===== src/hdl/seq_action_consts.svh =====
`ifndef SEQ_ACTION_CONSTS_SVH
`define SEQ_ACTION_CONSTS_SVH

// register byte offsets
`define OFS_CTRL        8'h00
`define OFS_LOCAL_ADDR  8'h04
`define OFS_FORM        8'h08
`define OFS_YN_A        8'h0c
`define OFS_RULE_B      8'h10
`define OFS_CMD         8'h14
`define OFS_ARG         8'h18
`define OFS_STATUS      8'h1c
`define OFS_MASK        8'h20
`define OFS_ERRCODE     8'h24
`define OFS_OUTPUTS     8'h28

// ctrl fields
`define CTRL_ENABLE_BIT 0

// rule b fields
`define RULEB_EN_LSB    16

// cmd fields
`define CMD_OP_LSB      0
`define CMD_OP_W        3
`define CMD_YN_BIT      3
`define CMD_KIND_LSB    4
`define CMD_KIND_W      2
`define CMD_TGT_LSB     16
`define CMD_TGT_W       16

// status bits
`define ST_DONE_BIT     0
`define ST_EXEC_ERR_BIT 1
`define ST_VAL_ERR_BIT  2
`define ST_W            3

// execution error code for a step load or stop command aimed at its own table
`define ERR_SELF_TARGET 8'h51

// write-command constant range
`define VAL_MAX         16'sh7d00
`define VAL_MIN         16'sh8300

// reset values
`define RST_WORD        32'h0000_0000

`endif


===== src/hdl/seq_action_pkg.sv =====
package seq_action_pkg;

  typedef enum logic [1:0] {
    FORM_HOLD,
    FORM_NONHOLD,
    FORM_PULSE,
    FORM_FLASH
  } form_t;

  typedef enum logic [2:0] {
    OP_STEP,
    OP_RUN,
    OP_STOP,
    OP_SET,
    OP_ELEM,
    OP_RSV5,
    OP_RSV6,
    OP_RSV7
  } op_t;

  typedef enum logic [1:0] {
    KIND_DELAY,
    KIND_TALLY,
    KIND_PAUSE,
    KIND_RSV
  } elem_kind_t;

  typedef enum logic [1:0] {
    ACT_RESET_START,
    ACT_ALT_START,
    ACT_PAUSE,
    ACT_RESUME
  } elem_act_t;

endpackage : seq_action_pkg


===== src/hdl/seq_action_rule.sv =====
`timescale 1ns/1ps
module seq_action_rule
  import seq_action_pkg::*;
(
  // clock and reset
  input  wire logic clk,
  input  wire logic rst,
  input  wire logic ce,
  // operating cycle
  input  wire logic tick,
  // conditions
  input  wire logic cond_a,
  input  wire logic cond_b,
  // configuration
  input  wire form_t form,
  input  wire logic yn_a,
  input  wire logic yn_b,
  input  wire logic en_b,
  // contact
  output logic      out_q
);

  logic prev_a_q;
  logic prev_b_q;
  logic flash_q;
  logic off_pend_q;
  logic rise_a;
  logic rise_b;

  assign rise_a = cond_a & ~prev_a_q;
  assign rise_b = en_b & cond_b & ~prev_b_q;

  always_ff @(posedge clk or posedge rst) begin
    if (rst) begin
      prev_a_q <= 1'b0;
      prev_b_q <= 1'b0;
    end else if (ce && tick) begin
      prev_a_q <= cond_a;
      prev_b_q <= cond_b;
    end
  end

  // off request from the holding rule waits for the flash condition to lapse
  always_ff @(posedge clk or posedge rst) begin
    if (rst) begin
      off_pend_q <= 1'b0;
    end else if (ce && tick) begin
      if (form != FORM_FLASH) begin
        off_pend_q <= 1'b0;
      end else if (rise_b && !yn_b) begin
        off_pend_q <= 1'b1;
      end else if (off_pend_q && !cond_a) begin
        off_pend_q <= 1'b0;
      end
    end
  end

  always_ff @(posedge clk or posedge rst) begin
    if (rst) begin
      out_q   <= 1'b0;
      flash_q <= 1'b0;
    end else if (ce && tick) begin
      unique case (form)
        FORM_HOLD: begin
          flash_q <= 1'b0;
          if (rise_a) begin
            out_q <= yn_a;
          end else if (rise_b) begin
            out_q <= yn_b;
          end
        end
        FORM_NONHOLD: begin
          flash_q <= 1'b0;
          out_q   <= cond_a;
        end
        FORM_PULSE: begin
          flash_q <= 1'b0;
          out_q   <= rise_a;
        end
        FORM_FLASH: begin
          if ((off_pend_q || (rise_b && !yn_b)) && !cond_a) begin
            out_q   <= 1'b0;
            flash_q <= 1'b0;
          end else if (cond_a) begin
            flash_q <= yn_a;
            out_q   <= yn_a ? ~out_q : 1'b1;
          end else if (flash_q) begin
            out_q <= ~out_q;
          end
        end
      endcase
    end
  end

endmodule : seq_action_rule


===== src/hdl/seq_action_exec.sv =====
// Our own choices: the APB register port and the register offsets.
`timescale 1ns/1ps
`include "seq_action_consts.svh"
module seq_action_exec
  import seq_action_pkg::*;
#(
  parameter int N_OUT = 8
) (
  // clock, reset, enable
  input  wire logic                SYS_CLK,
  input  wire logic                RST,
  input  wire logic                CE,
  // operating cycle strobe and rule conditions
  input  wire logic                OP_TICK,
  input  wire logic [N_OUT-1:0]    COND_A,
  input  wire logic [N_OUT-1:0]    COND_B,
  // apb slave
  input  wire logic                PSEL,
  input  wire logic                PENABLE,
  input  wire logic                PWRITE,
  input  wire logic [7:0]          PADDR,
  input  wire logic [31:0]         PWDATA,
  output logic      [31:0]         PRDATA,
  output logic                     PREADY,
  output logic                     PSLVERR,
  // contact outputs
  output logic      [N_OUT-1:0]    DOUT,
  // table commands
  output logic                     STEP_LOAD,
  output logic                     RUN_WR,
  output logic                     RUN_VAL,
  output logic      [15:0]         TBL_ADDR,
  output logic      [15:0]         TBL_STEP,
  // item write
  output logic                     ITEM_WR,
  output logic      [15:0]         ITEM_DEST,
  output logic      [15:0]         ITEM_VALUE,
  // element control
  output logic                     ELEM_WR,
  output elem_kind_t               ELEM_KIND,
  output logic      [15:0]         ELEM_NUM,
  output elem_act_t                ELEM_ACT,
  // interrupt
  output logic                     IRQ
);

  logic                   enable_q;
  logic [15:0]            local_addr_q;
  logic [2*N_OUT-1:0]     form_q;
  logic [N_OUT-1:0]       yn_a_q;
  logic [N_OUT-1:0]       yn_b_q;
  logic [N_OUT-1:0]       en_b_q;
  logic [31:0]            cmd_q;
  logic [15:0]            arg_q;
  logic                   pend_q;
  logic [`ST_W-1:0]       status_q;
  logic [`ST_W-1:0]       status_d;
  logic [`ST_W-1:0]       mask_q;
  logic [7:0]             errcode_q;
  logic [N_OUT-1:0]       dout_w;
  logic                   access;
  logic                   wr_en;
  logic [31:0]            rdata;
  logic                   unmapped;
  logic                   run_tick;
  logic                   exec;
  op_t                    op;
  logic                   yn;
  elem_kind_t             kind;
  logic [15:0]            tgt;
  logic                   self_hit;
  logic                   val_ok;
  logic [`ST_W-1:0]       ev;

  assign access   = PSEL & PENABLE;
  assign wr_en    = access & PREADY & PWRITE;
  assign run_tick = OP_TICK & enable_q;
  assign exec     = run_tick & pend_q;
  assign op       = op_t'(cmd_q[`CMD_OP_LSB +: `CMD_OP_W]);
  assign yn       = cmd_q[`CMD_YN_BIT];
  assign kind     = elem_kind_t'(cmd_q[`CMD_KIND_LSB +: `CMD_KIND_W]);
  assign tgt      = cmd_q[`CMD_TGT_LSB +: `CMD_TGT_W];
  assign self_hit = (tgt == local_addr_q);
  assign val_ok   = ($signed(arg_q) <= `VAL_MAX) && ($signed(arg_q) >= `VAL_MIN);

  // contact output slices
  genvar gi;
  generate
    for (gi = 0; gi < N_OUT; gi++) begin : g_rule
      seq_action_rule u_rule (
        .clk    (SYS_CLK),
        .rst    (RST),
        .ce     (CE),
        .tick   (run_tick),
        .cond_a (COND_A[gi]),
        .cond_b (COND_B[gi]),
        .form   (form_t'(form_q[2*gi +: 2])),
        .yn_a   (yn_a_q[gi]),
        .yn_b   (yn_b_q[gi]),
        .en_b   (en_b_q[gi]),
        .out_q  (dout_w[gi])
      );
    end
  endgenerate

  assign DOUT = dout_w;

  // register read mux
  always_comb begin
    rdata    = `RST_WORD;
    unmapped = 1'b0;
    unique case (PADDR)
      `OFS_CTRL:       rdata[`CTRL_ENABLE_BIT] = enable_q;
      `OFS_LOCAL_ADDR: rdata[15:0] = local_addr_q;
      `OFS_FORM:       rdata[2*N_OUT-1:0] = form_q;
      `OFS_YN_A:       rdata[N_OUT-1:0] = yn_a_q;
      `OFS_RULE_B: begin
        rdata[N_OUT-1:0]              = yn_b_q;
        rdata[`RULEB_EN_LSB +: N_OUT] = en_b_q;
      end
      `OFS_CMD:        rdata = cmd_q;
      `OFS_ARG:        rdata[15:0] = arg_q;
      `OFS_STATUS:     rdata[`ST_W-1:0] = status_q;
      `OFS_MASK:       rdata[`ST_W-1:0] = mask_q;
      `OFS_ERRCODE:    rdata[7:0] = errcode_q;
      `OFS_OUTPUTS:    rdata[N_OUT-1:0] = dout_w;
      default:         unmapped = 1'b1;
    endcase
  end

  // apb: one wait state, answer registered
  always_ff @(posedge SYS_CLK or posedge RST) begin
    if (RST) begin
      PREADY  <= 1'b0;
      PRDATA  <= `RST_WORD;
      PSLVERR <= 1'b0;
    end else if (CE) begin
      if (access && !PREADY) begin
        PREADY  <= 1'b1;
        PRDATA  <= PWRITE ? `RST_WORD : rdata;
        PSLVERR <= unmapped;
      end else begin
        PREADY  <= 1'b0;
        PSLVERR <= 1'b0;
      end
    end
  end

  // control and rule configuration registers
  always_ff @(posedge SYS_CLK or posedge RST) begin
    if (RST) begin
      enable_q     <= 1'b0;
      local_addr_q <= 16'h0000;
      form_q       <= '0;
      yn_a_q       <= '0;
      yn_b_q       <= '0;
      en_b_q       <= '0;
    end else if (CE && wr_en) begin
      unique case (PADDR)
        `OFS_CTRL:       enable_q <= PWDATA[`CTRL_ENABLE_BIT];
        `OFS_LOCAL_ADDR: local_addr_q <= PWDATA[15:0];
        `OFS_FORM:       form_q <= PWDATA[2*N_OUT-1:0];
        `OFS_YN_A:       yn_a_q <= PWDATA[N_OUT-1:0];
        `OFS_RULE_B: begin
          yn_b_q <= PWDATA[N_OUT-1:0];
          en_b_q <= PWDATA[`RULEB_EN_LSB +: N_OUT];
        end
        default: ;
      endcase
    end
  end

  // interrupt mask and command operand
  always_ff @(posedge SYS_CLK or posedge RST) begin
    if (RST) begin
      mask_q <= '0;
      arg_q  <= 16'h0000;
    end else if (CE && wr_en) begin
      if (PADDR == `OFS_MASK) begin
        mask_q <= PWDATA[`ST_W-1:0];
      end
      if (PADDR == `OFS_ARG) begin
        arg_q <= PWDATA[15:0];
      end
    end
  end

  // command register; a rewrite before execution replaces the pending one
  always_ff @(posedge SYS_CLK or posedge RST) begin
    if (RST) begin
      cmd_q <= `RST_WORD;
    end else if (CE && wr_en && PADDR == `OFS_CMD) begin
      cmd_q <= PWDATA;
    end
  end

  // a command write arms one execution at the next operating cycle
  always_ff @(posedge SYS_CLK or posedge RST) begin
    if (RST) begin
      pend_q <= 1'b0;
    end else if (CE) begin
      if (wr_en && PADDR == `OFS_CMD) begin
        pend_q <= 1'b1;
      end else if (exec) begin
        pend_q <= 1'b0;
      end
    end
  end

  // table commands: step load and run switch writes
  always_ff @(posedge SYS_CLK or posedge RST) begin
    if (RST) begin
      STEP_LOAD <= 1'b0;
      RUN_WR    <= 1'b0;
      RUN_VAL   <= 1'b0;
      TBL_ADDR  <= 16'h0000;
      TBL_STEP  <= 16'h0000;
    end else if (CE) begin
      STEP_LOAD <= 1'b0;
      RUN_WR    <= 1'b0;
      if (exec) begin
        unique case (op)
          OP_STEP: if (!self_hit) begin
            STEP_LOAD <= 1'b1;
            TBL_ADDR  <= tgt;
            TBL_STEP  <= arg_q;
          end
          OP_RUN: begin
            RUN_WR   <= 1'b1;
            RUN_VAL  <= 1'b1;
            TBL_ADDR <= tgt;
          end
          OP_STOP: if (!self_hit) begin
            RUN_WR   <= 1'b1;
            RUN_VAL  <= 1'b0;
            TBL_ADDR <= tgt;
          end
          default: ;
        endcase
      end
    end
  end

  // item write, dropped when the constant is out of range
  always_ff @(posedge SYS_CLK or posedge RST) begin
    if (RST) begin
      ITEM_WR    <= 1'b0;
      ITEM_DEST  <= 16'h0000;
      ITEM_VALUE <= 16'h0000;
    end else if (CE) begin
      ITEM_WR <= 1'b0;
      if (exec && op == OP_SET && val_ok) begin
        ITEM_WR    <= 1'b1;
        ITEM_DEST  <= tgt;
        ITEM_VALUE <= arg_q;
      end
    end
  end

  // element control; a reserved kind is dropped
  always_ff @(posedge SYS_CLK or posedge RST) begin
    if (RST) begin
      ELEM_WR   <= 1'b0;
      ELEM_KIND <= KIND_DELAY;
      ELEM_NUM  <= 16'h0000;
      ELEM_ACT  <= ACT_RESET_START;
    end else if (CE) begin
      ELEM_WR <= 1'b0;
      if (exec && op == OP_ELEM && kind != KIND_RSV) begin
        ELEM_WR   <= 1'b1;
        ELEM_KIND <= kind;
        ELEM_NUM  <= tgt;
        if (kind == KIND_PAUSE) begin
          ELEM_ACT <= yn ? ACT_PAUSE : ACT_RESUME;
        end else begin
          ELEM_ACT <= yn ? ACT_RESET_START : ACT_ALT_START;
        end
      end
    end
  end

  // events of this execution
  always_comb begin
    ev = '0;
    if (exec) begin
      ev[`ST_DONE_BIT]     = 1'b1;
      ev[`ST_EXEC_ERR_BIT] = self_hit && (op == OP_STEP || op == OP_STOP);
      ev[`ST_VAL_ERR_BIT]  = (op == OP_SET) && !val_ok;
    end
  end

  // sticky status, write one to clear, a new event wins over the clear
  always_comb begin
    status_d = status_q;
    if (wr_en && PADDR == `OFS_STATUS) begin
      status_d = status_q & ~PWDATA[`ST_W-1:0];
    end
    status_d = status_d | ev;
  end

  always_ff @(posedge SYS_CLK or posedge RST) begin
    if (RST) begin
      status_q <= '0;
    end else if (CE) begin
      status_q <= status_d;
    end
  end

  // error code of the last self-aimed step load or stop command
  always_ff @(posedge SYS_CLK or posedge RST) begin
    if (RST) begin
      errcode_q <= 8'h00;
    end else if (CE && ev[`ST_EXEC_ERR_BIT]) begin
      errcode_q <= `ERR_SELF_TARGET;
    end
  end

  // level interrupt, registered from status_d so it changes in the same cycle as the status it reflects
  always_ff @(posedge SYS_CLK or posedge RST) begin
    if (RST) begin
      IRQ <= 1'b0;
    end else if (CE) begin
      IRQ <= |(status_d & mask_q);
    end
  end

endmodule : seq_action_exec


===== config.mk =====
export PLATFORM = sky130hd
export DESIGN_NAME = seq_action_exec
export DESIGN_NICKNAME = d
export VERILOG_FILES = /design/src/hdl/seq_action_pkg.sv /design/src/hdl/seq_action_rule.sv /design/src/hdl/seq_action_exec.sv
export VERILOG_INCLUDE_DIRS = /design/src /design/src/hdl
export SDC_FILE = /design/constraint.sdc
export NUM_CORES = 1
export LEC_CHECK = 0
export BUFFER_PORTS_ARGS = -buffer_cell sky130_fd_sc_hd__buf_4
export CAP_MARGIN = 20
export CORE_AREA = 4 4 190 265
export DETAILED_ROUTE_END_ITERATION = 7
export DIE_AREA = 0 0 194 269
export GPL_TIMING_DRIVEN = 1
export SLEW_MARGIN = 20
export SYNTH_ARGS = -nofsm -noshare
export SYNTH_HDL_FRONTEND = slang
export SYNTH_SLANG_ARGS = --single-unit

===== constraint.sdc =====
create_clock -name SYS_CLK -period 29.6 [get_ports SYS_CLK]
set_input_delay 5.92 -clock SYS_CLK [delete_from_list [all_inputs] [get_ports SYS_CLK]]
set_output_delay 5.92 -clock SYS_CLK [all_outputs]
set_load 0.05 [all_outputs]

**Word-level counts from Yosys, hierarchy flattened**

Index checks and enable logic that the tools add are counted.
Widths: inputs -> output; s select.

- Input bits: 63
- Output and inout bits: 132
- Logic and storage cells: 470
- Flip-flop bits (word level): 277

- Bitwise gates (word level): 58
- Reductions and logical operators: 135
- $lt $le $gt $ge: 2
- Eq/ne operators: 75
- Muxes and demuxes: 132

Operators with widths:

| kind | number |
|---|---|
| $mux 1 | 102 |
| $reduce_and 2->1 | 27 |
| $pmux 5 s8 | 1 |
| $logic_and 1x1->1 | 38 |
| $eq 2x2->1 const B | 17 |
| $eq 8x5->1 const B | 4 |
| $mux 32 | 1 |
| $ne 4x2->1 const B | 8 |
| $pmux 1 s4 | 8 |
| $pmux 16 s2 | 1 |
| $pmux 8 s4 | 1 |
| $and 1x1->1 | 29 |
| $reduce_or 3->1 | 9 |
| $not 1->1 | 25 |
| $eq 8x6->1 const B | 3 |
| $ne 3x1->1 const B | 8 |
| $ne 3x2->1 const B | 8 |
| $reduce_and 3->1 | 8 |
| $reduce_bool 3->1 | 8 |
| $ne 2x2->1 const B | 11 |
| $pmux 1 s2 | 10 |
| $logic_not 1->1 | 18 |
| $pmux 2 s9 | 1 |
| $eq 16x16->1 | 1 |
| 25 further kinds | 55 |

**Longest topological paths before layout**

Gate-level depths: netlist of run 1.

- Depth in word-level cells: 8
- Mapped depth: 8
- Depth with buffers taken out: 5

**Hierarchy**

From an unflattened synthesis of run 1, not the netlist that was laid out.

- Cells, all modules: 992
- Area total of the unflattened synthesis: 13093.8 µm²

By module, submodules not included:

| module | area each (µm²) | cells an instance | instances |
|---|---|---|---|
| seq_action_exec | 10381.2 | 752 | 1 |
| seq_action_rule | 339.1 | 30 | 8 |

**Worst setup path before layout of run 1**

Ideal clock, no wire load.

- Kind: input to register
- Start: in PADDR[4]
- End: reg form_q[6]
- Path slack: 22179 ps
- Library setup time: 128 ps
- Cell stages on the path: 7
- Arrival time: 7294 ps
- Path buffers: 3
- Cells stage by stage: buf_2 > nor4_4 > and2_1 > buf_4 > nand2_4 > buf_4 > mux2_1

- Cells in the longest elaborated chain, start to end: 2

RTL lines:

| item | line | text |
|---|---|---|
| from (decl) | seq_action_exec.sv:21 | `input wire logic [7:0] PADDR,` |
| $eq 8x4->1 | seq_action_exec.sv:159 | `unique case (PADDR)` |
| $reduce_and 2->1 (no line) | -- |  |
| to (signal assigned) | seq_action_exec.sv:162 | `` `OFS_FORM: form_q <= PWDATA[2*N_OUT-1:0]; `` |
| to (decl) | seq_action_exec.sv:49 | `logic [2*N_OUT-1:0] form_q;` |

Every way passes these cells.
A chain may end at the register's enable or synchronous reset.

**Final worst setup path of run 1**

- Start: in CE
- End: reg ITEM_DEST[10]

- Cells in the longest elaborated chain, start to end: 1

RTL lines:

| item | line | text |
|---|---|---|
| from (decl) | seq_action_exec.sv:12 | `input wire logic CE,` |
| $reduce_and 2->1 (no line) | -- |  |
| to (signal assigned) | seq_action_exec.sv:254 | `ITEM_DEST <= tgt;` |
| to (decl) | seq_action_exec.sv:36 | `output logic [15:0] ITEM_DEST,` |

Every way passes these cells.

==> flow_summary_export.csv, run 1 <==
group,metric,value,unit
placement,hpwl,29.7,mm
grt,antenna_found_initial,1,
detailed_routing,num_vias,9273,
sta,skew,0.0272,ns
critical_path,crit_path_top_delay_cell,"nand3_2",
finish,drive_above_1_share,37.6,%
critical_path,slowest_delay,0.74,ns
floorplanning,rows,95,
flow_run,cap_violations,0,
critical_path,critPathMaxFanout,34,
floorplanning,die-area,52200,sq um
pwr,power_density,51.2,nW/um^2
min_path,whs_path_depth,2,
critical_path,crit_family,"simple AND/OR/NAND/NOR gates",
grt,grt_pass1_wl,61.6,mm
detailed_routing,drt-wirelength-per-cell,21.5,um
floorplanning,core_area,48000,sq um
pwr,p_leak,0.00790,uW
pwr,power.internal,625,uW
yosys,ys_seq_area_share,54.1,%
critical_path,worst-path-buf-inv,2,
floorplanning,ios,195,
grt,grt-ovfl-total,0,
min_path,worstHoldEndpoint,"g_rule[1].u_rule.prev_a_q",
cts,cts_buffers,31,
sta,rsz0062_at_grt,"no",
pwr,p_total,811,uW
sta,max_slew.worst_pin.slew,0.975,ns
critical_path,required,30.04,ns
yosys,synth_edf_count,0,
sta,slew_headroom,35.0,%
floorplanning,die_x,194,um
detailed_routing,totalWireLength,40.4,mm
cts,clk_latency,0.58,ns
min_path,hp-class,"reg2reg",
finish,instances_no_fill,1874,
cts,tritoncts,"built",
sta,maxSlewViolCount,0,
placement,dp_cells,1818,
finish,fin_util,33.0,%
finish,multi_input_area,5460,sq um
critical_path,cp-start-kind,"input pin",
critical_path,ff2ff_setup_slack,26.77,ns
yosys,ys_seq_elements,277,
placement,gp_congestion,0.818,
sta,min_period,7.94,ns
pwr,power_frac_seq,46.9,%
critical_path,path_cells,"buf_4 -> and3_1 -> buf_4 -> nand2_1 -> nor2_4 -> nand3_2 -> mux2_2",
floorplanning,die_y,269,um
sta,holdWs,0.469,ns
grt,grt_pass1_vias,9645,
pwr,clock_power_share,49.3,%
pwr,power.switching,186,uW
pwr,peakVddDrop,43.3,uV
finish,final_common_cell,"dfrtp_1",
critical_path,worstPathArrival,8.38,ns
cts,cts.sinks,277,
pwr,p_comb_share,3.8,%
cts,htreeDepth,1,
yosys,avgSynthCellArea,12.3,sq um
finish,area_delta_synth_final,23.7,%
sta,hold_viol_final,0,
pwr,power_switching_share,23.0,%
grt,grt_max_degree,165,
yosys,ys_types,74,
floorplanning,initial_utilization,26.7,%
cts,ctsRootBufferMaster,"clkbuf_16",
cts,cts_buffer_depth,3,
finish,layout_common_cells,"dfrtp_1 (277), buf_4 (201), mux2_2 (174)",
grt,grt_use_total,15.1,%
critical_path,path_class,"in2reg",
yosys,synth_fp_nets,1108,
yosys,async_flop_share,100,%
critical_path,path_common_cell,"buf_4",
critical_path,reg2reg_depth,6,
run_status,status,"finished clean",
finish,seq_area,6930,sq um
placement,portBuffers,194,
yosys,synth_flop_cell,"dfrtp_1",
yosys,yosys_warnings,0,
detailed_routing,postRouteAntennaNets,0,
sta,fin_setup_tns,0,ns
sta,setup_violations,0,
min_path,min_from,"g_rule[1].u_rule.prev_a_q",
critical_path,rr_startpoint,"enable_q",
detailed_routing,dr.pass1.iters,7,
cts,clk_pin_slew,0.06,ns
sta,max_freq,126,MHz
critical_path,crit_path_end_kind,"register",
cts,cts_setup_buffers,0,
detailed_routing,drc_errors,0,
finish,finalNetCount,1284,
detailed_routing,viasPerCell,4.95,
yosys,synth_area,12800,sq um
detailed_routing,first_iter_violations,682,
sta,layout_worst_path_cycle_share,26.8,%
cts,ctsResizeCount,0,
cts,hold_buffers,0,
critical_path,rr_endpoint,"ITEM_DEST[10]",
finish,fillCellCount,4884,
yosys,syn_inst,1045,
==> flip-flops by register name, indices dropped and copies added (netlist names), 8 cells and up <==
name                      cells
g_rule.u_rule.off_pend_q      8
ELEM_NUM                     16
yn_a_q                        8
PRDATA                       32
ITEM_DEST                    16
form_q                       16
g_rule.u_rule.out_q           8
g_rule.u_rule.prev_b_q        8
g_rule.u_rule.prev_a_q        8
ITEM_VALUE                   16
TBL_STEP                     16
local_addr_q                 16
en_b_q                        8
TBL_ADDR                     16
cmd_q                        32
yn_b_q                        8
g_rule.u_rule.flash_q         8
arg_q                        16
==> cells in the mapped netlist (4+ instances only) <==
cell        n  area (sq um)
a31oi_1    16           100
a21boi_0    4          30.0
nor2b_1     9          56.3
a32o_1      5          50.1
a22o_1     32           280
nand2b_1   10          62.6
mux2_2    174          1960
a221oi_1    6          52.6
or4_1       7          52.6
o22ai_1     6          37.5
a21oi_1    11          55.1
nor4_1      6          37.5
buf_6       6          67.6
a22oi_1     9          67.6
nand2_1   122           458
a222oi_1   15           150
buf_2      13          65.1
clkbuf_1   23          86.3
and2_1      7          43.8
nand3b_1   10          75.1
mux2i_1    11           110
nor2_1     40           150
a21o_1      4          30.0
xor2_1     17           149
o21ai_0    33           165
buf_4      14           105
mux2_4     10           150
nor4bb_1    9          90.1
mux2_1     17           191
inv_1      18          67.6
nand2_4     4          45.0
nor3_1     10          50.1
nand3_1    29           145
dfrtp_1   277          6930
==> logic make-up after synthesis <==
family,share of synthesized area [%]
xor+xnor,1.16
buf+inv,3.28
flops,54.1
simple gates,12.7
mux,19.0
compound gates,9.75
==> layout make-up <==
type	count	share of cell area, %
Inverter	18	0.474
Antenna cell	1	0.0158
Clock inverter	17	1.22
Multi-Input combinational cell	691	34.5
Timing Repair Buffer	202	9.64
Clock buffer	38	5.50
Tap cell	630	4.97
Sequential cell	277	43.7
==> stage by stage <==
stage / instance area, sq um / setup slack, ns
5_1_grt: 15900 / 21.45
4_1_cts: 15900 / 21.59
3_5_place_dp: 14800 / 21.00
2_1_floorplan: 12800 / 16.04
6_report: 15900 / 21.66
3_3_place_gp: 14800 / 21.02
==> worst max path at each step <==
stage	depth (start not counted)	start	slack [ns]	endpoint
4_1_cts	7	CE	21.59	ITEM_DEST[12]
3_5_place_dp	7	CE	21.00	ITEM_DEST[12]
6_report	7	CE	21.66	ITEM_DEST[10]
5_1_grt	7	CE	21.45	ITEM_DEST[12]
2_1_floorplan	1	RST	16.04	ELEM_ACT[0]
3_3_place_gp	7	CE	21.02	ITEM_DEST[4]
==> worst reg2reg max path: cells and delay by family, from the launching register on <==
family / cells / cell delay, ns
buffers and inverters: 1 / 0.36
flip-flops: 1 / 0.42
multiplexers: 1 / 0.61
AND/OR/NAND/NOR: 4 / 1.33
==> power by group through the flow <==
stage,clock (uW),sequential [uW],combinational (uW)
3_5_place_dp,0,387,31.5
6_report,400,380,30.8
2_1_floorplan,0,388,13.9
4_1_cts,409,380,31.5
5_1_grt,427,380,34.2
3_3_place_gp,0,387,30.9
==> per-layer routing <==
metal / GRT usage (%) / up-vias / part of all wire [%]
met5: 0 / - / 0.032
met4: 3.54 / 2 / 1.9
met3: 3.69 / 46 / 6.9
met2: 26.7 / 299 / 51
met1: 18.6 / 4756 / 40
li1: - / 4170 / -
Power figures use the tool's default switching activity.
==> run 2, diff against run 1 <==
- clock period: 29.6 -> 6.55 ns (I/O delays scaled with it)
==> run 2 against run 1 <==
Sequential share of layout area decreased by 0.17 points. Die area unchanged. Hold slack got worse by 0.0053 ns. Clock skew increased by 0.0020 ns. Setup slack got worse by 18 ns. Critical path type unchanged. Largest cell class unchanged.
==> flow_summary_export.csv, run 2 (same netlist as run 1, synthesis figures left out) <==
group,metric,value,unit
sta,hold_viol_final,0,
min_path,hp-class,"reg2reg",
sta,max_slew.worst_pin.slew,0.992,ns
sta,setup_violations,0,
critical_path,path_common_cell,"buf_4",
sta,min_period,3.35,ns
critical_path,cp-start-kind,"input pin",
critical_path,slowest_delay,0.75,ns
grt,grt_use_total,15.1,%
detailed_routing,first_iter_violations,685,
grt,grt_pass1_wl,61.2,mm
critical_path,reg2reg_depth,6,
sta,rsz0062_at_grt,"no",
floorplanning,die_y,269,um
floorplanning,die-area,52200,sq um
critical_path,ff2ff_setup_slack,3.71,ns
min_path,worstHoldEndpoint,"g_rule[2].u_rule.prev_a_q",
pwr,power_density,236,nW/um^2
cts,ctsResizeCount,0,
critical_path,crit_path_end_kind,"register",
detailed_routing,totalWireLength,40.3,mm
grt,grt_pass1_vias,9650,
detailed_routing,drt-wirelength-per-cell,21.4,um
detailed_routing,num_vias,9338,
floorplanning,core_area,48000,sq um
sta,skew,0.0292,ns
grt,antenna_found_initial,1,
critical_path,rr_startpoint,"enable_q",
grt,grt-ovfl-total,0,
cts,cts_setup_buffers,0,
critical_path,rr_endpoint,"ITEM_DEST[10]",
sta,fin_setup_tns,0,ns
flow_run,cap_violations,0,
critical_path,path_class,"in2reg",
cts,clk_latency,0.57,ns
placement,gp_congestion,0.842,
cts,clk_pin_slew,0.06,ns
critical_path,path_cells,"buf_4 -> and3_1 -> buf_4 -> nand2_1 -> nor2_4 -> nand3_2 -> mux2_2",
cts,hold_buffers,0,
detailed_routing,drc_errors,0,
finish,finalNetCount,1286,
floorplanning,ios,195,
sta,layout_worst_path_cycle_share,51.2,%
critical_path,required,6.98,ns
finish,top_regs,"PRDATA: 32 flops, cmd_q: 32 flops",
critical_path,crit_path_top_delay_cell,"nand3_2",
detailed_routing,dr.pass1.iters,7,
finish,drive_above_1_share,37.5,%
placement,hpwl,29.5,mm
critical_path,critPathMaxFanout,34,
floorplanning,initial_utilization,26.7,%
cts,cts.sinks,277,
critical_path,worstPathArrival,3.78,ns
cts,cts_buffers,31,
grt,grt_max_degree,150,
placement,portBuffers,194,
finish,final_common_cell,"dfrtp_1",
finish,instances_no_fill,1877,
pwr,p_leak,0.00795,uW
floorplanning,rows,95,
cts,tritoncts,"built",
finish,diodes,0,
run_status,status,"finished clean",
finish,area_delta_synth_final,24.2,%
sta,slew_headroom,33.8,%
detailed_routing,postRouteAntennaNets,0,
sta,max_freq,298,MHz
cts,ctsRootBufferMaster,"clkbuf_16",
sta,maxSlewViolCount,0,
floorplanning,die_x,194,um
min_path,min_from,"g_rule[2].u_rule.prev_a_q",
pwr,peakVddDrop,185,uV
finish,layout_common_cells,"dfrtp_1 (277), buf_4 (203), mux2_2 (174)",
cts,cts_buffer_depth,3,
detailed_routing,viasPerCell,4.97,
min_path,whs_path_depth,2,
placement,dp_cells,1820,
cts,htreeDepth,1,
==> run 2: cell count changes in the layout (fill, tap and decap cells not counted), sizes merged <==
| cell | change |
|---|---|
| clkbuf | +2 |
| clkinvlp | -5 |
| bufinv | +3 |
| buf | +2 |
| diode | -1 |
| clkinv | +2 |
==> run 2: worst max path at each step <==
stage / startpoint / endpoint / slack, ns
after detailed placement: CE / ITEM_DEST[7] / 2.56
after global placement: CE / ITEM_DEST[6] / 2.61
after global routing: CE / ITEM_DEST[11] / 3.01
final: CE / ITEM_DEST[10] / 3.20
after CTS: CE / ITEM_DEST[10] / 3.17
after floorplan: RST / ELEM_ACT[0] / 1.57
==> run 2: metrics by stage <==
step | worst slack [ns] | power, uW | hold WS, ns | instance area [sq um] | utilization [%]
6_report | 3.20 | 3760 | 0.464 | 15900 | 33.1
2_1_floorplan | 1.57 | 1820 | 0.437 | 12800 | -
3_3_place_gp | 2.61 | 1890 | 0.451 | 14800 | 30.8
5_1_grt | 3.01 | 3890 | 0.494 | 15900 | 33.1
4_1_cts | 3.17 | 3810 | 0.469 | 15900 | 33.1
3_5_place_dp | 2.56 | 1890 | 0.453 | 14800 | 30.8
==> run 2: area by class of cell <==
type	count	area, sq um
multi-input combinational	691	5460
sequential	277	6930
inverter	18	71.3
fill	4856	32100
timing repair buffer	204	1540
clock inverter	17	249
tap	630	788
clock buffer	40	870
==> run 2: report_power, final <==
part | switching [uW] | total (uW) | internal (uW)
Clock | 727 | 1900 | 1170
Combinational | 94.6 | 139 | 44.6
Sequential | 4.42 | 1720 | 1710
==> run 2: critical path, delay by kind of cell <==
kind          cells  cell delay (ns)
simple gates      4             1.32
mux               1             0.57
buf+inv           2             0.53
==> run 2: layer usage <==
metal,vias up,GRT usage [%],part of all wire [%]
met5,-,0,0.032
met2,328,27.0,51
li1,4188,-,-
met1,4767,18.3,39
met4,2,4.22,2.5
met3,53,3.29,6.9
==> run 3, diff against run 2 <==
- clock period: 6.55 -> 3.1 ns (I/O delays scaled with it)
==> run 3 against run 2 <==
Register-to-register slack lost 3.1 ns. Sequential power grew 110%. Clock-buffer cell count up 7. Final cell count up 0.96%. Sequential share of layout area down 0.60 points. Wire length grew 2.6%. Global-route usage rose by 0.34 points. Via count is 1.7% higher. Sequential cell count is the same. First-iteration DRC count decreased by 11%. Core utilization grew 0.46 points. Largest cell class unchanged. Highest routed layer is now met4.
==> flow_summary_export.csv, run 3 (same netlist as run 1, synthesis figures left out) <==
group,metric,value,unit
min_path,hp-class,"in2async",
finish,layout_common_cells,"dfrtp_1 (277), buf_4 (217), mux2_2 (174)",
detailed_routing,drt-wirelength-per-cell,21.8,um
floorplanning,rows,95,
placement,hpwl,30.6,mm
cts,hold_buffers,0,
detailed_routing,viasPerCell,5.01,
detailed_routing,dr_wl_met3,2.43,mm
sta,layout_worst_path_cycle_share,80.2,%
cts,cts_buffer_depth,3,
cts,ctsRootBufferMaster,"clkbuf_16",
grt,grt_use_total,15.4,%
critical_path,cp-start-kind,"register",
critical_path,worst-path-buf-inv,1,
grt,grt-ovfl-total,0,
detailed_routing,totalWireLength,41.3,mm
critical_path,slowest_delay,0.46,ns
critical_path,worstPathArrival,2.88,ns
detailed_routing,postRouteAntennaNets,0,
critical_path,path_cells,"xor2_1 -> nor4_2 -> nand4_2 -> o211ai_4 -> buf_4 -> mux2_2",
sta,finalWorstSetupSlack,0.614,ns
sta,setup_violations,0,
sta,max_freq,402,MHz
detailed_routing,num_vias,9497,
sta,max_slew.worst_pin.slew,0.761,ns
sta,slew_headroom,49.1,%
sta,hold_viol_final,0,
sta,rsz0062_at_grt,"no",
cts,clk_latency,0.51,ns
floorplanning,core_area,48000,sq um
cts,cts_setup_buffers,0,
critical_path,path_class,"reg2reg",
cts,cts.sinks,277,
floorplanning,die_x,194,um
floorplanning,die_y,269,um
finish,drive_above_1_share,38.4,%
grt,grt_pass1_wl,62.5,mm
sta,min_period,2.49,ns
detailed_routing,first_iter_violations,609,
finish,diodes,0,
sta,skew,0.0176,ns
cts,htreeDepth,2,
floorplanning,initial_utilization,26.7,%
cts,clk_pin_slew,0.06,ns
detailed_routing,drc_errors,0,
detailed_routing,dr.pass1.iters,5,
run_status,status,"finished clean",
sta,maxSlewViolCount,0,
finish,final_common_cell,"dfrtp_1",
grt,antenna_found_initial,0,
floorplanning,die-area,52200,sq um
grt,grt_pass1_vias,9553,
cts,cts_buffers,34,
critical_path,required,3.49,ns
finish,finalNetCount,1306,
placement,portBuffers,194,
detailed_routing,met1Wirelength,17.0,mm
critical_path,crit_path_top_delay_cell,"dfrtp_1",
flow_run,cap_violations,0,
finish,top_regs,"PRDATA: 32 flops, cmd_q: 32 flops",
grt,grt_max_degree,72,
cts,tritoncts,"built",
finish,area_delta_synth_final,25.9,%
critical_path,critPathMaxFanout,16,
placement,place_ws,0.570,ns
detailed_routing,met2WireLength,20.9,mm
cts,ctsResizeCount,0,
pwr,peakVddDrop,284,uV
floorplanning,ios,195,
pwr,p_leak,0.00808,uW
finish,fin_util,33.6,%
critical_path,crit_family,"simple AND/OR/NAND/NOR gates",
critical_path,crit_path_end_kind,"register",
pwr,power_density,499,nW/um^2
placement,gp_congestion,0.866,
detailed_routing,highest_layer,"met4",
-- run 3: cell count changes in the layout (fill, tap and decap cells not counted) --
cell        change
buf_4          +14
clkbuf_16       +6
buf_12          +3
bufinv_16       -3
clkinv_2        -3
inv_6           -3
clkinv_4        +2
clkbuf_8        +1
clkinvlp_4      +1
-- run 3: worst paths after layout --
kind,start,endpoint,slack (ns),cells past startpoint
setup / recovery,cmd_q[23],TBL_ADDR[14],0.61,6
hold / removal,RST,ITEM_VALUE[1],0.21,2
setup reg to reg,cmd_q[23],TBL_ADDR[14],0.61,6
hold reg to reg,g_rule[4].u_rule.prev_a_q,g_rule[4].u_rule.prev_a_q,0.47,2
max in group asynchronous,RST,ELEM_NUM[6],2.11,3
min in group SYS_CLK,COND_B[3],g_rule[3].u_rule.prev_b_q,0.32,3
-- run 3: final cells by class --
class                   instances  area, sq um
repair buffers                221         1710
flip-flops and latches        277         6930
clock inverters                11          143
well taps                     630          788
fillers                      4854        31900
clock buffers                  47         1030
multi-input cells             691         5460
inverters                      18         71.3
-- run 3: stage by stage --
stage          TNS (ns)  instances  power (uW)  hold WS, ns  area (sq um)
6_report              0       1895        8050        0.208         16100
5_1_grt               0       1895        8330        0.236         16100
4_1_cts               0       1895        8160        0.215         16100
3_5_place_dp          0       1837        4010        0.460         15000
3_3_place_gp          0       1837        4010        0.452         15000
2_1_floorplan   -328.34       1045        3840        0.437         12800
-- run 3: power breakdown --
group | leakage, uW | internal (uW) | switching, uW
Clock | 0.000576 | 2580 | 1530
Combinational | 0.00364 | 104 | 205
Sequential | 0.00386 | 3620 | 9.43
Total | 0.00808 | 6300 | 1740
-- run 3: layer usage --
layer | GRT usage (%) | vias up
li1 | - | 4239
met2 | 27.3 | 345
met4 | 4.24 | 0
met5 | 0 | -
met3 | 2.22 | 54
met1 | 19.8 | 4859
